==> src/core/clm_defs.vh <==
/*
 * Constants for the literal and move execution unit: opcode encodings,
 * addressing-mode codes and reset values.
 * Assumes it is included by bare name from files under core/.
 */
`ifndef CLM_DEFS_VH
`define CLM_DEFS_VH

`define CLM_OP_NOP 4'h0
`define CLM_OP_LOAD_BANK 4'h1
`define CLM_OP_LOAD_PAGE 4'h2
`define CLM_OP_LOAD_ACC 4'h3
`define CLM_OP_STORE_FILE 4'h4
`define CLM_OP_STORE_IND 4'h5
`define CLM_OP_STORE_REL 4'h6
`define CLM_OP_LOAD_OPTION 4'h7
`define CLM_OP_SOFT_RESET 4'h8

`define CLM_MODE_PREINC 2'h0
`define CLM_MODE_PREDEC 2'h1
`define CLM_MODE_POSTINC 2'h2
`define CLM_MODE_POSTDEC 2'h3

`define CLM_FILE_IND0 7'h00
`define CLM_FILE_IND1 7'h01

`define CLM_BANK_RST 5'h00
`define CLM_PAGE_RST 7'h00
`define CLM_ACC_RST 8'h00
`define CLM_OPTION_RST 8'hff
`define CLM_PTR_RST 16'h0000
`define CLM_ADDR_RST 16'h0000
`define CLM_WDATA_RST 8'h00
`define CLM_FLAG_N_RST 1'b1
`define CLM_SOFT_RESET_CYCLES 4'h4

`endif

==> src/core/clm_ptr_unit.v <==
/*
 * Indirect pointer arithmetic: effective address and updated pointer value
 * for the pre/post increment/decrement modes and the signed-offset form.
 * Assumes the caller selects the pointer; purely combinational.
 */
`timescale 1ns/100ps
`include "clm_defs.vh"

module clm_ptr_unit (
  // Pointer and operation.
  input wire [15:0] ptr,
  input wire [1:0] pointer_mode_field,
  input wire rel_form,
  input wire [5:0] offset,
  // Results.
  output reg [15:0] eff_addr,
  output reg [15:0] nxt_ptr
);

  wire [15:0] ptr_inc = ptr + 16'h0001;
  wire [15:0] ptr_dec = ptr - 16'h0001;
  wire [15:0] ofs_ext = {{10{offset[5]}}, offset};

  always @* begin
    eff_addr = ptr;
    nxt_ptr = ptr;
    if (rel_form) begin
      eff_addr = ptr + ofs_ext;
      nxt_ptr = ptr;
    end else begin
      case (pointer_mode_field)
        `CLM_MODE_PREINC: begin
          eff_addr = ptr_inc;
          nxt_ptr = ptr_inc;
        end
        `CLM_MODE_PREDEC: begin
          eff_addr = ptr_dec;
          nxt_ptr = ptr_dec;
        end
        `CLM_MODE_POSTINC: begin
          eff_addr = ptr;
          nxt_ptr = ptr_inc;
        end
        default: begin
          eff_addr = ptr;
          nxt_ptr = ptr_dec;
        end
      endcase
    end
  end

endmodule // clm_ptr_unit

==> src/core/clm_exec.v <==
/*
 * Execution unit for the literal-load, accumulator-store, option-load,
 * no-operation and software-reset instructions of an 8-bit core.
 * Assumes a decoder presents one instruction per cycle on op_valid with its
 * operands already split out, and that status flags live elsewhere: this
 * unit drives none of them but soft_reset_flag_n. Memory writes leave as one-cycle strobes.
 */
`timescale 1ns/100ps
`include "clm_defs.vh"

module clm_exec (
  // Clock and reset.
  input wire clk,
  input wire rst,
  // Decoded instruction.
  input wire op_valid,
  input wire [3:0] op_code,
  input wire [7:0] literal,
  input wire [6:0] file_addr,
  input wire ptr_sel,
  input wire [1:0] pointer_mode_field,
  input wire [5:0] rel_offset,
  // Power-on flag restore from the power control logic.
  input wire soft_reset_flag_set,
  // Architectural state.
  output reg [4:0] bank_select_reg,
  output reg [6:0] pc_high_latch,
  output reg [7:0] accumulator,
  output reg [7:0] option_reg,
  output reg [15:0] indirect_pointer0,
  output reg [15:0] indirect_pointer1,
  output reg soft_reset_flag_n,
  // Program counter advance.
  output reg pc_advance,
  // Data memory write strobe.
  output reg mem_we,
  output reg [15:0] mem_addr,
  output reg [7:0] mem_wdata,
  // Device reset request.
  output reg dev_reset_req
);

  reg [4:0] bank_ff, nxt_bank;
  reg [6:0] page_ff, nxt_page;
  reg [7:0] acc_ff, nxt_acc;
  reg [7:0] opt_ff, nxt_opt;
  reg [15:0] ptr0_ff, nxt_ptr0;
  reg [15:0] ptr1_ff, nxt_ptr1;
  reg ri_n_ff, nxt_ri_n;
  reg we_ff, nxt_we;
  reg [15:0] addr_ff, nxt_addr;
  reg [7:0] wdata_ff, nxt_wdata;
  reg adv_ff, nxt_adv;
  reg [3:0] rst_cnt_ff, nxt_rst_cnt;

  localparam ST_RUN = 1'b0;
  localparam ST_RESET = 1'b1;
  reg state_ff, nxt_state;

  // Returns the pointer named by a one-bit index.
  function [15:0] pick_ptr;
    input sel;
    input [15:0] p0;
    input [15:0] p1;
    begin
      pick_ptr = sel ? p1 : p0;
    end
  endfunction

  wire [15:0] sel_ptr = pick_ptr(ptr_sel, ptr0_ff, ptr1_ff);
  wire [15:0] eff_addr;
  wire [15:0] upd_ptr;

  clm_ptr_unit u_ptr (
    .ptr(sel_ptr),
    .pointer_mode_field(pointer_mode_field),
    .rel_form(op_code == `CLM_OP_STORE_REL),
    .offset(rel_offset),
    .eff_addr(eff_addr),
    .nxt_ptr(upd_ptr)
  );

  // True when a file address names one of the storage-less indirect windows.
  function is_window;
    input [6:0] fa;
    begin
      is_window = (fa == `CLM_FILE_IND0) || (fa == `CLM_FILE_IND1);
    end
  endfunction

  always @* begin
    nxt_bank = bank_ff;
    nxt_page = page_ff;
    nxt_acc = acc_ff;
    nxt_opt = opt_ff;
    nxt_ptr0 = ptr0_ff;
    nxt_ptr1 = ptr1_ff;
    nxt_ri_n = ri_n_ff | soft_reset_flag_set;
    nxt_we = 1'b0;
    nxt_addr = addr_ff;
    nxt_wdata = wdata_ff;
    nxt_adv = 1'b0;
    nxt_rst_cnt = rst_cnt_ff;
    nxt_state = state_ff;
    case (state_ff)
      ST_RUN: begin
        if (op_valid) begin
          nxt_adv = 1'b1;
          case (op_code)
            `CLM_OP_LOAD_BANK: nxt_bank = literal[4:0];
            `CLM_OP_LOAD_PAGE: nxt_page = literal[6:0];
            `CLM_OP_LOAD_ACC: nxt_acc = literal;
            `CLM_OP_STORE_FILE: begin
              nxt_we = 1'b1;
              nxt_wdata = acc_ff;
              if (is_window(file_addr)) begin
                // Window writes land at the pointer's target instead.
                nxt_addr = pick_ptr(file_addr[0], ptr0_ff, ptr1_ff);
              end else begin
                nxt_addr = {9'h000, file_addr};
              end
            end
            `CLM_OP_STORE_IND, `CLM_OP_STORE_REL: begin
              nxt_we = 1'b1;
              nxt_wdata = acc_ff;
              nxt_addr = eff_addr;
              // Pointer update has no path to any status flag.
              if (ptr_sel) begin
                nxt_ptr1 = upd_ptr;
              end else begin
                nxt_ptr0 = upd_ptr;
              end
            end
            `CLM_OP_LOAD_OPTION: nxt_opt = acc_ff;
            `CLM_OP_SOFT_RESET: begin
              nxt_ri_n = 1'b0;
              nxt_adv = 1'b0;
              nxt_rst_cnt = `CLM_SOFT_RESET_CYCLES;
              nxt_state = ST_RESET;
            end
            default: nxt_adv = 1'b1;
          endcase
        end
      end
      ST_RESET: begin
        // Core state returns to reset values; the cleared flag survives.
        nxt_bank = `CLM_BANK_RST;
        nxt_page = `CLM_PAGE_RST;
        nxt_acc = `CLM_ACC_RST;
        nxt_opt = `CLM_OPTION_RST;
        nxt_ptr0 = `CLM_PTR_RST;
        nxt_ptr1 = `CLM_PTR_RST;
        nxt_ri_n = 1'b0;
        nxt_rst_cnt = rst_cnt_ff - 4'h1;
        if (rst_cnt_ff == 4'h1) begin
          nxt_state = ST_RUN;
        end
      end
      default: nxt_state = ST_RUN;
    endcase
  end

  always @(posedge clk) begin
    if (rst) begin
      bank_ff <= `CLM_BANK_RST;
      page_ff <= `CLM_PAGE_RST;
      acc_ff <= `CLM_ACC_RST;
      opt_ff <= `CLM_OPTION_RST;
      ptr0_ff <= `CLM_PTR_RST;
      ptr1_ff <= `CLM_PTR_RST;
      ri_n_ff <= `CLM_FLAG_N_RST;
      we_ff <= 1'b0;
      addr_ff <= `CLM_ADDR_RST;
      wdata_ff <= `CLM_WDATA_RST;
      adv_ff <= 1'b0;
      rst_cnt_ff <= 4'h0;
      state_ff <= ST_RUN;
    end else begin
      bank_ff <= nxt_bank;
      page_ff <= nxt_page;
      acc_ff <= nxt_acc;
      opt_ff <= nxt_opt;
      ptr0_ff <= nxt_ptr0;
      ptr1_ff <= nxt_ptr1;
      ri_n_ff <= nxt_ri_n;
      we_ff <= nxt_we;
      addr_ff <= nxt_addr;
      wdata_ff <= nxt_wdata;
      adv_ff <= nxt_adv;
      rst_cnt_ff <= nxt_rst_cnt;
      state_ff <= nxt_state;
    end
  end

  always @* begin
    bank_select_reg = bank_ff;
    pc_high_latch = page_ff;
    accumulator = acc_ff;
    option_reg = opt_ff;
    indirect_pointer0 = ptr0_ff;
    indirect_pointer1 = ptr1_ff;
    soft_reset_flag_n = ri_n_ff;
    pc_advance = adv_ff;
    mem_we = we_ff;
    mem_addr = addr_ff;
    mem_wdata = wdata_ff;
    dev_reset_req = state_ff;
  end

endmodule // clm_exec

==> config.mk <==
export PLATFORM = sky130hd
export DESIGN_NAME = clm_exec
export DESIGN_NICKNAME = d
export VERILOG_FILES = /design/src/core/clm_ptr_unit.v /design/src/core/clm_exec.v
export VERILOG_INCLUDE_DIRS = /design/src /design/src/core
export SDC_FILE = /design/constraint.sdc
export NUM_CORES = 1
export LEC_CHECK = 0
export BUFFER_PORTS_ARGS = -buffer_cell sky130_fd_sc_hd__buf_4
export CORE_UTILIZATION = 50
export CTS_BUF_LIST = sky130_fd_sc_hd__clkbuf_2 sky130_fd_sc_hd__clkbuf_4 sky130_fd_sc_hd__clkbuf_8
export DETAILED_ROUTE_END_ITERATION = 8
export PLACE_DENSITY = 0.75
export SETUP_SLACK_MARGIN = 0.3
export SLEW_MARGIN = 20
export SYNTH_ARGS = -nofsm -noshare
export SYNTH_HDL_FRONTEND = slang
export SYNTH_SLANG_ARGS = --single-unit
==> constraint.sdc <==
create_clock -name clk -period 6.4 [get_ports clk]
set_input_delay 1.28 -clock clk [delete_from_list [all_inputs] [get_ports clk]]
set_output_delay 1.28 -clock clk [all_outputs]
set_load 0.01 [all_outputs]
==> run metrics <==
Synth Area in Adders=4.40%; post-synthesis sequential area ratio=between 30% and 40%; reg-to-reg slack, setup=about 3.0 ns; clock buffer depth=2; Synth Area in Simple Gates=between 20 and 30%; crit-path max cell delay=~0.52 ns; CP required=6.67 ns; post-synthesis mux area share=a little over a tenth; via/cell ratio=5.98; # placed instances=a little under 1,000; Mapped Area=just under 6000 sq um; die area=12,200 sq um; Worst slew margin=25.8%; status=finished, final reports clean; area fraction of the dominant cell type after synthesis=a little under a third; core region area=about 11,000 sq um; CP Max Fanout=53; setup TNS=0 ns; Rows=39; crit-path leading delay family=compound AO/OA/AOI/OAI gates; number of synthesized flops with an enable pin=0; vias in the first global route=between 5,000 and 6,000; Finished Cell Area=about 7000 sq um; synth-to-layout area growth=19.1%; TritonCTS clock tree=done; initial antenna violation count=0; clk slew on worst S/H paths=0.09 ns; Critical Path End=mem_addr[15]; crit end category=register; commonest cells in the netlist=nand2_1 (95), dfxtp_1 (92), nor2_1 (91); number of port buffers=between 100 and 150; IO Count=120; largest net degree at the start of global routing=54; CTS Buf Count=9; post-synthesis xor/xnor area fraction=under 10%; starting density of the core=about half; Post-CTS Resized=0; CP Data Arrival Time=around 4.7 ns; Die Wd=around 110 um; Area contributors post-synth=dfxtp_1 (31%), mux2i_1 (9.7%), a21oi_1 (6.3%); Final Max Tran Viols=0; GRT Total Usage=a little under a third; RR Endpoint=mem_addr[15]; RR Startpoint=indirect_pointer0[1]; antenna-violating nets left=0; non-filler instance count after layout=992; # fillers=1,071; n_diodes=0; CP Class=input port to register; type of the most critical hold path=register to register; Final HPWL DP=approximately 13,000 um; routability congestion estimate=0.953; final setup fails=0; CP Buf/Inv Count=2; synth warn=0; FMAX=between 200 and 250 MHz; Final Cycle Share=69.3%; detailed-route wire length=about 18,000 um; FF-to-FF path depth=11; Setup Skew=roughly 0.016 ns; main flop type after synthesis=dfxtp_1; syn_area_per_cell=around 7.8 sq um; Max-Cap Viols=0; Via Count=5,933; cts hold-fix bufs=0; H-Tree Depth=3; detailed-router iteration count before antenna repair=5; DRC Markers=0; CP startpoint=ptr_sel; Levels on crit path=12; count leader, synth=nand2_1; flop and latch count out of synthesis=92; worst slew pin tran=approximately 1.1 ns; Root Driver=clkbuf_8; leakage=3.06 nW; grt ovf=0; share of cells above drive strength 1=a little under a fifth; largest family of logic cells by synthesized area=simple AND/OR/NAND/NOR gates; 1st-iter DRT viols=405; RSZ-0062 raised after global routing=no; Post-Syn Nets=~810; Final nets=approximately 900; pwr dens=roughly 170 nW/um^2; worst vdd ir=about 0.15 mV; ys async rst share=0%; cell taking the most area after synthesis=dfxtp_1; CP cell instances=buf_4, mux2i_1, inv_1, ha_1, a211oi_1, o31ai_1, a311oi_1, o21ai_1, a21o_1, a21o_1, o21bai_1, a31o_1; Sink Count=a little over 90; Wirelength per Cell=around 18 um; CP most frequent cell=a21o_1; Post-Synthesis Cells=between 700 and 800; post-layout minimum cycle time=about 4.4 ns; postcts setup bufs=0; DP Area=around 6800 sq um; Slowest-stage cell, CP=mux2i_1; compound-cell area share of the yosys netlist=~18%; first-pass GRT wire length=between 20,000 and 30,000 um; Die H=~110 um; Hold Fails Final Rpt=0; post-synthesis cell type count=66; Startpoint Class=input port; Clock Latency Late Sink=roughly 0.38 ns
-- kinds of logic (layout without fill, tap and decap cells) --
| group | Yosys count | in the layout |
|---|---|---|
| and+or+nand+nor | 310 | 310 |
| buffers and inverters | 65 | 161 |
| adders and majority gates | 20 | 20 |
| muxes | 62 | 62 |
| AOI/OAI and AO/OA | 170 | 170 |
| xor gates and xnor gates | 34 | 34 |
| DFF | 92 | 92 |
-- power breakdown --
part,total (mW),internal [mW],switching (mW)
Combinational,0.200,0.0834,0.117
Sequential,0.594,0.583,0.0114
Clock,0.419,0.189,0.230
Total,1.21,0.855,0.359
-- per-stage QoR --
stage,power (mW),utilization [%],hold WS (ns),worst slack (ns)
after floorplan,0.739,-,0.437,1.90
after global placement,0.800,59.3,0.440,1.79
after detailed placement,0.805,59.3,0.448,1.66
after CTS,1.22,61.1,0.461,2.07
after global routing,1.26,61.1,0.483,1.77
final,1.21,61.1,0.460,1.96
-- layer usage --
metal	GRT usage (%)	vias up	share of wire, %
met1	37.0	2817	43
met4	13.6	0	2.8
li1	-	2845	-
met2	51.7	226	49
met3	5.41	45	5.7
met5	0	-	0
-- cell type report --
cell class	instances	area (sq um)	area share, %
clock buffer	10	131	1.88
clock inverter	6	70.1	1.00
inverter	21	78.8	1.13
multi-input combinational	596	3740	53.7
sequential	92	1840	26.4
tap	143	179	2.57
timing repair buffer	124	931	13.3
-- worst min path at each step --
stage | from | to | cells past startpoint
2_1_floorplan | rst_cnt_ff[2] | rst_cnt_ff[2] | 1
3_3_place_gp | mem_addr[3] | mem_addr[3] | 2
3_5_place_dp | mem_wdata[0] | mem_wdata[0] | 2
4_1_cts | mem_wdata[0] | mem_wdata[0] | 2
5_1_grt | mem_wdata[0] | mem_wdata[0] | 2
6_report | mem_wdata[0] | mem_wdata[0] | 2
-- layout by cell type (no fill, tap or decap), types with 4 or more instances in the layout --
cell type,synthesis,routed
buf_4,0,124
nand2_1,95,95
dfxtp_1,92,92
nor2_1,91,91
a21oi_1,74,74
mux2i_1,57,57
xnor2_1,27,27
nand3_1,26,26
nor3_1,26,26
o21ai_0,23,23
inv_1,19,19
ha_1,19,19
nor2b_1,12,12
clkbuf_8,0,9
nand4_1,8,8
o21a_1,8,8
o211ai_1,8,8
a211oi_1,8,8
nor3b_1,8,8
a21o_1,8,8
xor2_1,7,7
o21ai_1,6,6
nor4_1,5,5
mux2_2,4,4
nand3b_1,4,4
a31oi_1,4,4
nor4b_1,4,4
and2_1,4,4
a22oi_1,4,4
or3_1,4,4
nand2b_1,4,4
-- worst register-to-register path: cells and delay by family (launching register included) --
family                   cells  cell delay (ns)
adder cells (fa/ha/maj)      1             0.32
AO/OA/AOI/OAI                8             1.96
multiplexers                 1             0.43
buffers and inverters        1             0.13
flip-flops                   1             0.43
Note: power is estimated with default switching activity, not from simulation.
